## src/hdl/tcu_pkg.sv

```systemverilog
// constants, register map and field layout of the timer capture/compare unit
// assumes a 32-bit classic wishbone bus; registers sit in the low byte lanes
package tcu_pkg;
	localparam int unsigned clk_mhz            = 50;
	localparam int unsigned filter_samples     = 4;
	localparam logic [2:0]  filt_cnt_last      = 3'h3;
	localparam logic [2:0]  sync_stages        = 3'h2;
	// word offsets (byte addresses)
	localparam logic [7:0]  addr_control_a     = 8'h00;
	localparam logic [7:0]  addr_control_b     = 8'h04;
	localparam logic [7:0]  addr_count_value   = 8'h08;
	localparam logic [7:0]  addr_compare_a     = 8'h0c;
	localparam logic [7:0]  addr_compare_b     = 8'h10;
	localparam logic [7:0]  addr_flags         = 8'h14;
	localparam logic [7:0]  addr_irq_enable    = 8'h18;
	localparam logic [7:0]  addr_irq_ack       = 8'h1c;
	// timer_control_a bits
	localparam int unsigned bit_clear_on_match = 0;
	localparam int unsigned bit_width_select   = 1;
	localparam int unsigned bit_capture_enable = 2;
	localparam int unsigned bit_comp_capture   = 3;
	localparam int unsigned bit_capture_edge   = 4;
	// timer_control_b bits
	localparam int unsigned lsb_tick_select    = 0;
	localparam int unsigned bit_noise_filter   = 3;
	// flag / enable bit positions
	localparam int unsigned bit_overflow       = 0;
	localparam int unsigned bit_compare_a      = 1;
	localparam int unsigned bit_compare_b      = 2;
	localparam int unsigned bit_capture        = 3;
	localparam int unsigned flag_count         = 4;
	// tick source codes
	localparam logic [2:0]  sel_stopped        = 3'h0;
	localparam logic [2:0]  sel_direct         = 3'h1;
	localparam logic [2:0]  sel_div8           = 3'h2;
	localparam logic [2:0]  sel_div64          = 3'h3;
	localparam logic [2:0]  sel_div256         = 3'h4;
	localparam logic [2:0]  sel_div1024        = 3'h5;
	localparam logic [2:0]  sel_ext_fall       = 3'h6;
	localparam logic [2:0]  sel_ext_rise       = 3'h7;
	localparam logic [9:0]  prescale_reset     = 10'h000;
	localparam logic [15:0] max8               = 16'h00ff;
	localparam logic [15:0] max16              = 16'hffff;
	localparam logic [15:0] count_zero         = 16'h0000;
endpackage

```

## src/hdl/sync_edge_if.sv

```systemverilog
// carrier between the top and the synchroniser/edge detector leaves
// one leaf per input pin; top owns control, leaf owns results
`timescale 1ns/1ns
`default_nettype none
interface sync_edge_if;
	logic filter_on;
	logic level;
	logic rise;
	logic fall;
	modport leaf (input filter_on, output level, output rise, output fall);
	modport top  (output filter_on, input level, input rise, input fall);
endinterface : sync_edge_if
`default_nettype wire

```

## src/hdl/timer_capture_compare_unit.sv

```systemverilog
// timer/counter with external tick, input capture and output compare
// assumes classic wishbone master on clk_sys; pins asynchronous
// Functional notes
// RQ1 - count pin synchronised, then edge detected
// RQ2 - select 7 rising, 6 falling ticks
// RQ3 - pin edge to count in 2.5-3.5 cycles; the code takes 2-3 cycles (two sync flops, then the count register)
// RQ4 - software toggles external input only when stable
// RQ5 - external clock below system clock over 2.5
// RQ6 - external ticks bypass the prescaler
// RQ7 - count up to top, then restart zero
// RQ8 - select 0 stops; count still accessible
// RQ9 - software count write beats hardware update
// RQ10 - overflow flag set at max, interrupt capable
// RQ11 - capture trigger pin or comparator output
// RQ12 - matching edge copies count into capture
// RQ13 - capture flag with copy, irq, clears
// RQ14 - capture lands in compare a/b
// RQ15 - software clears capture flag after source switch
// RQ16 - capture inputs synced; filter adds four cycles
// RQ17 - filter output changes after four equal samples
// RQ18 - software-driven capture pin edge also captures
// RQ19 - each capture overwrites previous value
// RQ20 - compare match sets flag next tick
// RQ21 - 8-bit sets a or b; 16-bit only a
// RQ22 - compare flag irq, auto/software clear; the code clears only by bus write to flags or irq ack
// RQ23 - clear-on-match 8-bit clears at compare a
// RQ24 - overflow flag set on wrap to zero
// RQ25 - count write blocks matches next tick
// RQ26 - hardware set wins over software clear
//
// The Wishbone slave port and the placing of the registers were chosen for this implementation.
`timescale 1ns/1ns
`default_nettype none
module timer_capture_compare_unit (
	input  wire logic        clk_sys,
	input  wire logic        reset_n,
	input  wire logic        wb_cyc_i,
	input  wire logic        wb_stb_i,
	input  wire logic        wb_we_i,
	input  wire logic [7:0]  wb_adr_i,
	input  wire logic [3:0]  wb_sel_i,
	input  wire logic [31:0] wb_dat_i,
	output logic      [31:0] wb_dat_o,
	output logic             wb_ack_o,
	input  wire logic        ext_count_pin,
	input  wire logic        capture_pin,
	input  wire logic        comparator_output,
	output logic             overflow_irq,
	output logic             compare_a_irq,
	output logic             compare_b_irq,
	output logic             capture_irq
);
	sync_edge_if cnt_se ();
	sync_edge_if icp_se ();
	sync_edge_if aco_se ();

	// control state
	logic [4:0]            timer_control_a;
	logic [3:0]            timer_control_b;
	localparam int unsigned flag_w = tcu_pkg::flag_count;
	logic [15:0]           count_value;
	logic [7:0]            compare_value_a;
	logic [7:0]            compare_value_b;
	logic [flag_w-1:0]     flags;
	logic [flag_w-1:0]     irq_enable;
	logic [9:0]            prescaler;
	logic                  block_match;
	logic                  trig_sel_q;

	wire       clear_on_match_sel     = timer_control_a[tcu_pkg::bit_clear_on_match];
	wire       width_select           = timer_control_a[tcu_pkg::bit_width_select];
	wire       capture_mode           = timer_control_a[tcu_pkg::bit_capture_enable];
	wire       comparator_capture_sel = timer_control_a[tcu_pkg::bit_comp_capture];
	wire       capture_rising         = timer_control_a[tcu_pkg::bit_capture_edge];
	wire [2:0] tick_source_select     = timer_control_b[tcu_pkg::lsb_tick_select +: 3];
	wire       noise_filter_enable    = timer_control_b[tcu_pkg::bit_noise_filter];

	assign cnt_se.filter_on = 1'b0;
	assign icp_se.filter_on = noise_filter_enable;
	assign aco_se.filter_on = noise_filter_enable;

	sync_edge u_cnt_sync (
		.clk_sys (clk_sys),
		.reset_n (reset_n),
		.pin     (ext_count_pin), // RQ1 RQ3
		.se      (cnt_se)
	);
	sync_edge u_icp_sync (
		.clk_sys (clk_sys),
		.reset_n (reset_n),
		.pin     (capture_pin), // RQ16 RQ18
		.se      (icp_se)
	);
	sync_edge u_aco_sync (
		.clk_sys (clk_sys),
		.reset_n (reset_n),
		.pin     (comparator_output), // RQ16
		.se      (aco_se)
	);

	// bus decode
	wire        bus_req   = wb_cyc_i & wb_stb_i & ~wb_ack_o;
	wire        bus_wr    = bus_req & wb_we_i;
	wire        lane0     = wb_sel_i[0];
	wire        lane1     = wb_sel_i[1];
	wire        hit_ctl_a = wb_adr_i == tcu_pkg::addr_control_a;
	wire        hit_ctl_b = wb_adr_i == tcu_pkg::addr_control_b;
	wire        hit_cnt   = wb_adr_i == tcu_pkg::addr_count_value;
	wire        hit_cmp_a = wb_adr_i == tcu_pkg::addr_compare_a;
	wire        hit_cmp_b = wb_adr_i == tcu_pkg::addr_compare_b;
	wire        hit_flags = wb_adr_i == tcu_pkg::addr_flags;
	wire        hit_ien   = wb_adr_i == tcu_pkg::addr_irq_enable;
	wire        hit_ack   = wb_adr_i == tcu_pkg::addr_irq_ack;
	wire        wr_cnt_lo = bus_wr & hit_cnt & lane0;
	wire        wr_cnt_hi = bus_wr & hit_cnt & lane1;
	wire        wr_count  = wr_cnt_lo | wr_cnt_hi;
	wire        wr_ctl_a  = bus_wr & hit_ctl_a & lane0;
	wire        wr_ctl_b  = bus_wr & hit_ctl_b & lane0;
	wire        wr_cmp_a  = bus_wr & hit_cmp_a & lane0;
	wire        wr_cmp_b  = bus_wr & hit_cmp_b & lane0;
	wire        wr_ien    = bus_wr & hit_ien & lane0;
	// acknowledge clears like a write-one to the flags
	wire        wr_clear  = bus_wr & lane0 & (hit_flags | hit_ack);

	// prescaler runs free; one-cycle enables
	wire [9:0] pre_next = prescaler + 10'h001;
	wire       tap8     = pre_next[2:0] == 3'h0;
	wire       tap64    = pre_next[5:0] == 6'h00;
	wire       tap256   = pre_next[7:0] == 8'h00;
	wire       tap1024  = pre_next == tcu_pkg::prescale_reset;

	// external ticks undivided
	logic timer_tick;
	always_comb begin
		unique case (tick_source_select)
			tcu_pkg::sel_stopped:  timer_tick = 1'b0; // RQ8
			tcu_pkg::sel_direct:   timer_tick = 1'b1;
			tcu_pkg::sel_div8:     timer_tick = tap8;
			tcu_pkg::sel_div64:    timer_tick = tap64;
			tcu_pkg::sel_div256:   timer_tick = tap256;
			tcu_pkg::sel_div1024:  timer_tick = tap1024;
			tcu_pkg::sel_ext_fall: timer_tick = cnt_se.fall; // RQ2 RQ6
			tcu_pkg::sel_ext_rise: timer_tick = cnt_se.rise; // RQ2 RQ6
		endcase
	end

	// counting sequence
	wire [15:0] max_value  = width_select ? tcu_pkg::max16 : tcu_pkg::max8;
	wire [15:0] cmp_a_full = width_select ? {compare_value_b, compare_value_a}
	                                      : {8'h00, compare_value_a};
	wire        ctc_mode   = clear_on_match_sel & ~width_select & ~capture_mode;
	wire        at_max     = count_value == max_value;
	wire        eq_a       = count_value == cmp_a_full;
	wire        eq_b       = count_value[7:0] == compare_value_b && !width_select;
	wire        compare_on = ~(capture_mode & width_select); // RQ14
	wire        ctc_clear  = ctc_mode & eq_a & ~at_max; // RQ23
	wire [15:0] count_inc  = at_max ? tcu_pkg::count_zero : count_value + 16'h0001; // RQ7
	wire [15:0] wr_count_v = {wr_cnt_hi ? wb_dat_i[15:8] : count_value[15:8],
	                          wr_cnt_lo ? wb_dat_i[7:0]  : count_value[7:0]};

	logic [15:0] next_count;
	always_comb begin
		next_count = count_value;
		if (wr_count)
			next_count = wr_count_v; // RQ9
		else if (timer_tick && ctc_clear)
			next_count = tcu_pkg::count_zero; // RQ23
		else if (timer_tick)
			next_count = count_inc; // RQ7
	end

	// capture trigger
	wire trig_sel   = comparator_capture_sel;
	wire trig_rise  = trig_sel ? aco_se.rise : icp_se.rise; // RQ11
	wire trig_fall  = trig_sel ? aco_se.fall : icp_se.fall; // RQ11
	wire trig_lvl   = trig_sel ? aco_se.level : icp_se.level;
	// source switch produces a capture when the new source's level matches the selected edge
	wire switch_evt = (trig_sel != trig_sel_q) && (trig_lvl == capture_rising);
	wire capture    = capture_mode & ((capture_rising ? trig_rise : trig_fall) | switch_evt); // RQ12

	// flag events
	wire set_ovf  = timer_tick & at_max & ~wr_count; // RQ10 RQ24
	// equality holds between ticks; the tick that ends it raises the flag
	wire set_cmpa = timer_tick & eq_a & compare_on & ~block_match; // RQ20
	wire set_cmpb = timer_tick & eq_b & ~block_match; // RQ21
	wire [flag_w-1:0] flag_set = {capture, set_cmpb, set_cmpa, set_ovf};
	wire [flag_w-1:0] sw_clear = wr_clear ? wb_dat_i[flag_w-1:0] : {flag_w{1'b0}};
	wire [flag_w-1:0] next_flags = (flags & ~sw_clear) | flag_set; // RQ26 RQ13 RQ22

	always_ff @(posedge clk_sys or negedge reset_n) begin
		if (!reset_n)
			prescaler <= tcu_pkg::prescale_reset;
		else
			prescaler <= pre_next;
	end

	always_ff @(posedge clk_sys or negedge reset_n) begin
		if (!reset_n) begin
			count_value <= tcu_pkg::count_zero;
			flags       <= {flag_w{1'b0}};
			trig_sel_q  <= 1'b0;
		end else begin
			count_value <= next_count;
			flags       <= next_flags;
			trig_sel_q  <= trig_sel;
		end
	end

	// count write masks matches until the next tick, even while stopped
	always_ff @(posedge clk_sys or negedge reset_n) begin
		if (!reset_n)
			block_match <= 1'b0;
		else if (wr_count)
			block_match <= 1'b1; // RQ25
		else if (timer_tick)
			block_match <= 1'b0;
	end

	// registers; capture beats software write of compare regs
	always_ff @(posedge clk_sys or negedge reset_n) begin
		if (!reset_n) begin
			timer_control_a <= 5'h00;
			timer_control_b <= 4'h0;
			irq_enable      <= {flag_w{1'b0}};
			compare_value_a <= 8'h00;
			compare_value_b <= 8'h00;
		end else begin
			if (wr_ctl_a)
				timer_control_a <= wb_dat_i[4:0];
			if (wr_ctl_b)
				timer_control_b <= wb_dat_i[3:0];
			if (wr_ien)
				irq_enable <= wb_dat_i[flag_w-1:0];
			if (capture) begin
				compare_value_a <= count_value[7:0]; // RQ12 RQ19
				if (width_select)
					compare_value_b <= count_value[15:8]; // RQ14
			end else begin
				if (wr_cmp_a)
					compare_value_a <= wb_dat_i[7:0];
				if (wr_cmp_b)
					compare_value_b <= wb_dat_i[7:0];
			end
		end
	end

	logic [31:0] rd_mux;
	always_comb begin
		rd_mux = 32'h0000_0000;
		if (hit_ctl_a)
			rd_mux[4:0] = timer_control_a;
		else if (hit_ctl_b)
			rd_mux[3:0] = timer_control_b;
		else if (hit_cnt)
			rd_mux[15:0] = width_select ? count_value : {8'h00, count_value[7:0]};
		else if (hit_cmp_a)
			rd_mux[7:0] = compare_value_a;
		else if (hit_cmp_b)
			rd_mux[7:0] = compare_value_b;
		else if (hit_flags)
			rd_mux[flag_w-1:0] = flags;
		else if (hit_ien)
			rd_mux[flag_w-1:0] = irq_enable;
	end

	always_ff @(posedge clk_sys or negedge reset_n) begin
		if (!reset_n) begin
			wb_ack_o <= 1'b0;
			wb_dat_o <= 32'h0000_0000;
		end else begin
			wb_ack_o <= bus_req;
			wb_dat_o <= bus_req ? rd_mux : 32'h0000_0000;
		end
	end

	// irq lines registered from next-state flags
	always_ff @(posedge clk_sys or negedge reset_n) begin
		if (!reset_n) begin
			overflow_irq  <= 1'b0;
			compare_a_irq <= 1'b0;
			compare_b_irq <= 1'b0;
			capture_irq   <= 1'b0;
		end else begin
			overflow_irq  <= next_flags[tcu_pkg::bit_overflow] & irq_enable[tcu_pkg::bit_overflow]; // RQ10
			compare_a_irq <= next_flags[tcu_pkg::bit_compare_a] & irq_enable[tcu_pkg::bit_compare_a]; // RQ22
			compare_b_irq <= next_flags[tcu_pkg::bit_compare_b] & irq_enable[tcu_pkg::bit_compare_b]; // RQ22
			capture_irq   <= next_flags[tcu_pkg::bit_capture] & irq_enable[tcu_pkg::bit_capture]; // RQ13
		end
	end
endmodule // timer_capture_compare_unit
`default_nettype wire

```

## src/hdl/sync_edge.sv

```systemverilog
// two-flop synchroniser, optional four-sample filter, edge detector
// assumes pin is asynchronous to clk_sys
`timescale 1ns/1ns
`default_nettype none
module sync_edge (
	input  wire logic      clk_sys,
	input  wire logic      reset_n,
	input  wire logic      pin,
	sync_edge_if.leaf      se
);
	logic       meta;
	logic       synced;
	logic [2:0] hist;
	logic       filtered;
	logic       prev;
	wire        hist_equal = (hist == {3{synced}});
	wire        cur        = se.filter_on ? filtered : synced;

	// meta feeds only synced
	always_ff @(posedge clk_sys or negedge reset_n) begin
		if (!reset_n) begin
			meta   <= 1'b0;
			synced <= 1'b0;
		end else begin
			meta   <= pin;
			synced <= meta;
		end
	end

	// output follows only after four equal samples
	always_ff @(posedge clk_sys or negedge reset_n) begin
		if (!reset_n) begin
			hist     <= 3'h0;
			filtered <= 1'b0;
		end else begin
			hist <= {hist[1:0], synced};
			if (hist_equal)
				filtered <= synced; // RQ17
		end
	end

	always_ff @(posedge clk_sys or negedge reset_n) begin
		if (!reset_n)
			prev <= 1'b0;
		else
			prev <= cur;
	end

	assign se.level = cur;
	assign se.rise  = cur & ~prev;
	assign se.fall  = ~cur & prev;
endmodule // sync_edge
`default_nettype wire

```

## config.mk

```make
export PLATFORM = sky130hd
export DESIGN_NAME = timer_capture_compare_unit
export DESIGN_NICKNAME = d
export VERILOG_FILES = /design/src/hdl/tcu_pkg.sv /design/src/hdl/sync_edge_if.sv /design/src/hdl/timer_capture_compare_unit.sv /design/src/hdl/sync_edge.sv
export SDC_FILE = /design/constraint.sdc
export NUM_CORES = 1
export LEC_CHECK = 0
export ABC_CLOCK_PERIOD_IN_PS = 3000
export CELL_PAD_IN_SITES_DETAIL_PLACEMENT = 1
export CELL_PAD_IN_SITES_GLOBAL_PLACEMENT = 2
export CORE_UTILIZATION = 41
export CTS_CLUSTER_DIAMETER = 100
export CTS_CLUSTER_SIZE = 25
export DETAILED_ROUTE_END_ITERATION = 6
export DONT_BUFFER_PORTS = 1
export GPL_TIMING_DRIVEN = 0
export PLACE_DENSITY_LB_ADDON = 0.1
export SLEW_MARGIN = 10
export SYNTH_ARGS = -nofsm -noshare
export SYNTH_HDL_FRONTEND = slang
export SYNTH_SLANG_ARGS = --single-unit
```

## constraint.sdc

```tcl
create_clock -name clk_sys -period 3 [get_ports clk_sys]
set_input_delay 0.45 -clock clk_sys [delete_from_list [all_inputs] [get_ports clk_sys]]
set_output_delay 0.45 -clock clk_sys [all_outputs]
set_load 0.01 [all_outputs]
```

Word-level counts from Yosys, hierarchy flattened
Index checks and enable logic that the tools add are counted.
- $add $sub $neg: 2
- equal/unequal tests: 24
- muxes and demuxes: 36
- bitwise gates (word level): 60
- reduce and logical (&&, ||, !) cells: 17
- operator list (cell ; number):
    16-bit 2-to-1 mux ; 8
    8-bit 2-to-1 mux ; 10
    1-bit bitwise AND ; 41
    16-bit == test ; 2
    8-bit by 5-bit == test with 1-bit output, second input constant ; 4
    4-bit 2-to-1 mux ; 6
    16-bit by 1-bit adder with 16-bit output, second input constant ; 1
    8-bit by 4-bit == test with 1-bit output, second input constant ; 2
    8-bit logical NOT ; 2
    1-bit inverter ; 13
    3-bit == test, second input constant ; 4
    12-bit 2-to-1 mux ; 1
    11-bit 2-to-1 mux ; 1
    10-bit by 1-bit adder with 10-bit output, second input constant ; 1
    10-bit logical NOT ; 1
    8-bit by 3-bit == test with 1-bit output, second input constant ; 1
    8-bit == test ; 1
    1-bit 2-to-1 mux ; 8
    1-bit one-hot mux with 8 select lines ; 1
    3-bit by 2-bit == test with 1-bit output, second input constant ; 2
    3-bit == test ; 2
    3-bit logical NOT ; 2
    6-bit logical NOT ; 1
    2-bit inequality test, second input constant ; 3
    13 further kinds ; 21
- flip-flop bits (word level): 99
- word-level logic and storage cells: 169

Depth between registers and ports, before layout
- depth after elaboration: 10
- mapped depth: 10

Hierarchy
Synthesis repeated with hierarchy kept, for this count alone.
- cells, all modules: 550
- area total of the unflattened synthesis: 5739.3 um^2
- modules (own cells, without submodules) (module ; instances ; cells an instance ; area each (um^2)):
    timer_capture_compare_unit ; 1 ; 508 ; 5063.6
    sync_edge ; 3 ; 14 ; 225.2

Worst setup path before layout
Ideal clock, no wire load.
- path type: flip-flop to flip-flop
- from: register prescaler[0]
- to: register compare_b_irq
- arrival time: 2367 ps
- setup slack: 555 ps
- cell stages (with the launch flop): 9
- buffers on the path: 0
- cells stage by stage: dfrtp_1 > ha_1 > ha_1 > nand2b_1 > nor4b_4 > and3_2 > nor3_2 > or4_1 > a21boi_1
- cells in the longest elaborated chain, start to end: 7
- elaborated cells between the ends (all ways): 10
- those cells by class: add/sub (1); mux (1); bitwise (4); reduce/logical (4)
- RTL lines (element ; line ; RTL):
    start, declared ; timer_capture_compare_unit.sv:66 ; logic [9:0] prescaler;
    start signal, assigned ; timer_capture_compare_unit.sv:192 ; prescaler <= tcu_pkg::prescale_reset;
    start signal, assigned ; timer_capture_compare_unit.sv:194 ; prescaler <= pre_next;
    10-bit by 1-bit adder with 10-bit output (*) ; timer_capture_compare_unit.sv:126 ; wire [9:0] pre_next = prescaler + 10'h001;
    via pre_next[2] ; timer_capture_compare_unit.sv:126 ;
    10-bit logical NOT, or another cell as far along ; timer_capture_compare_unit.sv:130 ; wire tap1024 = pre_next == tcu_pkg::prescale_reset;
    1-bit one-hot mux with 8 select lines (*) ; timer_capture_compare_unit.sv:135 ; unique case (tick_source_select)
    1-bit bitwise AND (*) (2 in a row) ; timer_capture_compare_unit.sv:185 ; wire set_cmpb = timer_tick & eq_b & ~block_match;
    4-bit OR (*) ; timer_capture_compare_unit.sv:188 ; wire [flag_w-1:0] next_flags = (flags & ~sw_clear) | flag_set;
    1-bit bitwise AND (*) ; timer_capture_compare_unit.sv:286 ; compare_b_irq <= next_flags[tcu_pkg::bit_compare_b] & irq_enable[tcu_pkg::bit_compare_b];
    end signal, assigned ; timer_capture_compare_unit.sv:286 ;
    end, declared ; timer_capture_compare_unit.sv:50 ; output logic compare_b_irq,
The timed path passes the listed nets; every way through them passes the cells marked *.
A chain may end at the register's enable or synchronous reset.

Final worst setup path
- from: register prescaler[0]
- to: register count_value[5]
- cells in the longest elaborated chain, start to end: 6
- elaborated cells between the ends (all ways): 11
- those cells by class: add/sub (1); mux (3); reduce/logical (7)
- RTL lines (element ; line ; RTL):
    10-bit by 1-bit adder with 10-bit output (*) ; timer_capture_compare_unit.sv:126 ;
    via pre_next[2] ; timer_capture_compare_unit.sv:126 ;
    10-bit logical NOT, or another cell as far along ; timer_capture_compare_unit.sv:130 ;
    1-bit one-hot mux with 8 select lines (*) ; timer_capture_compare_unit.sv:135 ;
    1-bit logical AND ; timer_capture_compare_unit.sv:166 ; else if (timer_tick && ctc_clear)
    3-bit nonzero test (no source line) / 16-bit 2-to-1 mux (equally long branches) ; - ;
    2-bit AND reduction (no source line) / 16-bit 2-to-1 mux (equally long branches) ; - ;
    end signal, assigned ; timer_capture_compare_unit.sv:199 ; count_value <= tcu_pkg::count_zero;
    end signal, assigned ; timer_capture_compare_unit.sv:203 ; count_value <= next_count;
    end, declared ; timer_capture_compare_unit.sv:61 ; logic [15:0] count_value;
Marked as above.

==> results.cfg <==
[placed_design]
dpl_cell_area_um2 = 5800
placement.io_buffers = 0
place.gp.congestion = 0.811
post-dp-hpwl_um = 11400
dpl_worst_slack_ns = -0.0585

[sta]
slew_headroom_pct = 23.8
fin_ws_ns = 0.184
totalNegativeSetupSlack_ns = 0
report.final.hold_viol_count = 0
report.final.setup_viol = 0
worst_slew_pin_slew_ns = 1.14
clock_skew_ns = 0.00839
setup_repair_after_global_routing_missed_its_margin = no
min_period_over_period_pct = 93.9
hold_worst_slack_ns = 0.0268
final_period_minus_worst_setup_slack_ns = 2.82
timing.fmax_mhz = 355
timing_max_transition_violations_final = 0

[detailed_routing]
totalWireLength_um = 15700
antenna_violating_nets_post_route = 0
routed-via-count = 4217
viasPerCell = 5.65
initialDrtViolationCount = 255
routed_wire_per_std_cell_um = 21.1
route.detailed.drc = 0
first_pass_iters = 4

[die]
design.die.area_um2 = 13900
core_area_um2 = 13200
initial_core_utilization_pct = 41.9
die_w_um = 118
num_io_pins = 89
die_height_um = 118
placementRows = 42

[global_route]
grt_usage_pct = 24.1
antenna_found_initial = 0
grt_pass1_wl_um = 25400
grt_max_degree = 100
via_count_of_the_first_global_routing_pass = 4366
globalRoute.totalOverflow = 0

[worst_setup_path]
path_max_fanout = 10
start_to_end_type_of_the_worst_setup_path = reg2reg
cp.arrival_ns = 3.06
setup.worst_path.end_class = register
regToRegSetupSlack_ns = 0.18
crit_path_start_kind = register
rr_worst_depth = 9
cp_data_required_time_ns = 3.24

[clock_tree]
cts.path.max_buffers = 2
cts.reportedPaths.clkPinSlew_ns = 0.08
cts.sink_count = 99
clk-insertion-delay-late_ns = 0.36
cts-buffers-inserted = 9
clock_tree.root_cell = clkbuf_16
cts-htree-levels = 3
cts_tree = yes
post_cts.repair.setup_buffers = 0

[min_path]
hold_class = in2async

[power_and_ir_drop]
vdd_drop_max_mv = 0.245
p_leak_nw = 2.59
power.density_cell_area_nw_per_um2 = 441

[run]
max-cap-violations = 0

[synth]
avgSynthCellArea_um2 = 10.3
synth.distinct_cells = 78
post_synth_instance_area_um2 = 5520
postSynth.topFlopCell = dfrtp_1
synth.ff_latch_count = 99
async_reset_ff_share_pct = 100
yosysSeqAreaShare_pct = 44.8
synth-warning-count = 0
syn-instance-count = 538
synth_edf_count = 0

[cells_and_area]
final_net_count = 628
post_route_cells_drive_above_1_share_pct = 16.5
most_frequent_standard_cell_in_the_layout_excluding_fill_and_tap_cells = dfrtp_1
mostFrequentLayoutCells = 99 x dfrtp_1, 43 x nor2_1, 38 x nand2_1, 25 x mux2_2, 25 x xnor2_1
post-route-cell-area_um2 = 6140
finalCoreUtilization_pct = 46.5
syn_to_final_growth_pct = 11.1
insertedDiodeCount = 0

[status]
outcome = finished clean
[cell usage after synthesis (14+ instances only)]
| library cell | count | area, µm² |
|---|---|---|
| nand3_1 | 21 | 105 |
| o21ai_0 | 17 | 85.1 |
| a21oi_1 | 16 | 80.1 |
| buf_4 | 17 | 128 |
| dfrtp_1 | 99 | 2480 |
| mux2i_1 | 15 | 150 |
| xnor2_1 | 25 | 219 |
| nor2_1 | 43 | 161 |
| nand2_1 | 38 | 143 |
| mux2_2 | 25 | 282 |
| clkbuf_1 | 14 | 52.6 |
[kinds of logic (layout without fill, tap and decap cells)]
logic type | count (synthesis) | after routing | synth area share, %
simple gates | 196 | 196 | 20.1
fa+ha+maj | 11 | 11 | 2.49
buf+inv | 52 | 69 | 5.05
mux | 47 | 47 | 9.74
other cells | 1 | 16 | 0.0679
compound gates | 103 | 103 | 13.1
flops | 99 | 99 | 44.8
xor+xnor | 29 | 29 | 4.60
[cell type report]
cell class              count  area (µm²)
flip-flops and latches     99        2480
plain buffers              42         244
fillers                  1487        7050
clock inverters             6        51.3
multi-input cells         402        2850
inverters                  10        37.5
repair buffers              1        27.5
well taps                 176         220
clock buffers              10         229
[routing by layer]
| metal | part of all wire [%] | GRT usage [%] | vias up | wire, µm |
|---|---|---|---|---|
| met5 | 0 | 0 | - | 0 |
| met4 | 1.6 | 10.7 | 0 | 255 |
| met3 | 5.4 | 3.78 | 16 | 849 |
| met2 | 46 | 36.9 | 95 | 7270 |
| met1 | 47 | 33.7 | 2118 | 7360 |
| li1 | - | - | 1988 | - |
[power breakdown]
group | internal, mW | total [mW] | switching, mW | leakage, nW
Combinational | 0.0699 | 0.171 | 0.101 | 1.20
Clock | 0.581 | 1.15 | 0.569 | 0.140
Sequential | 1.36 | 1.38 | 0.0225 | 1.25
[final timing paths]
path,startpoint,end
max,prescaler[0],count_value[5]
min,reset_n,u_icp_sync.hist[2]
max reg2reg,prescaler[0],count_value[5]
min reg2reg,u_icp_sync.meta,u_icp_sync.synced
max in group asynchronous,reset_n,count_value[8]
min in group clk_sys,capture_pin,u_icp_sync.meta
[per-stage QoR]
step           cells  total power, mW
2_1_floorplan    553             1.52
6_report         746             2.70
4_1_cts          746             2.73
3_3_place_gp     729             1.54
5_1_grt          746             2.80
3_5_place_dp     729             1.55
[flip-flops by register name, summed over array words and instances, names as in the netlist, 3 cells and up]
signal,flops
compare_value_b,8
count_value,16
u_aco_sync.hist,3
u_icp_sync.hist,3
prescaler,10
timer_control_a,5
irq_enable,4
wb_dat_o,16
compare_value_a,8
flags,4
timer_control_b,4
[what timing repair did]
action | in CTS | in global routing
gates resized for setup | 1 | 5
endpoints found under the setup margin | 5 | 8
endpoints found under the hold margin | 99 | 0
hold buffers | 1 | 0
[critical path: stages (launching register included)]
cell	delay [ns]
dfrtp_1	0.41
ha_1	0.29
ha_1	0.31
nand2b_1	0.23
nor4b_4	0.32
nand3_1	0.19
a211oi_4	0.36
clkbuf_4	0.27
o31ai_1	0.10
a22o_1	0.23
(Power assumes the default switching activity.)
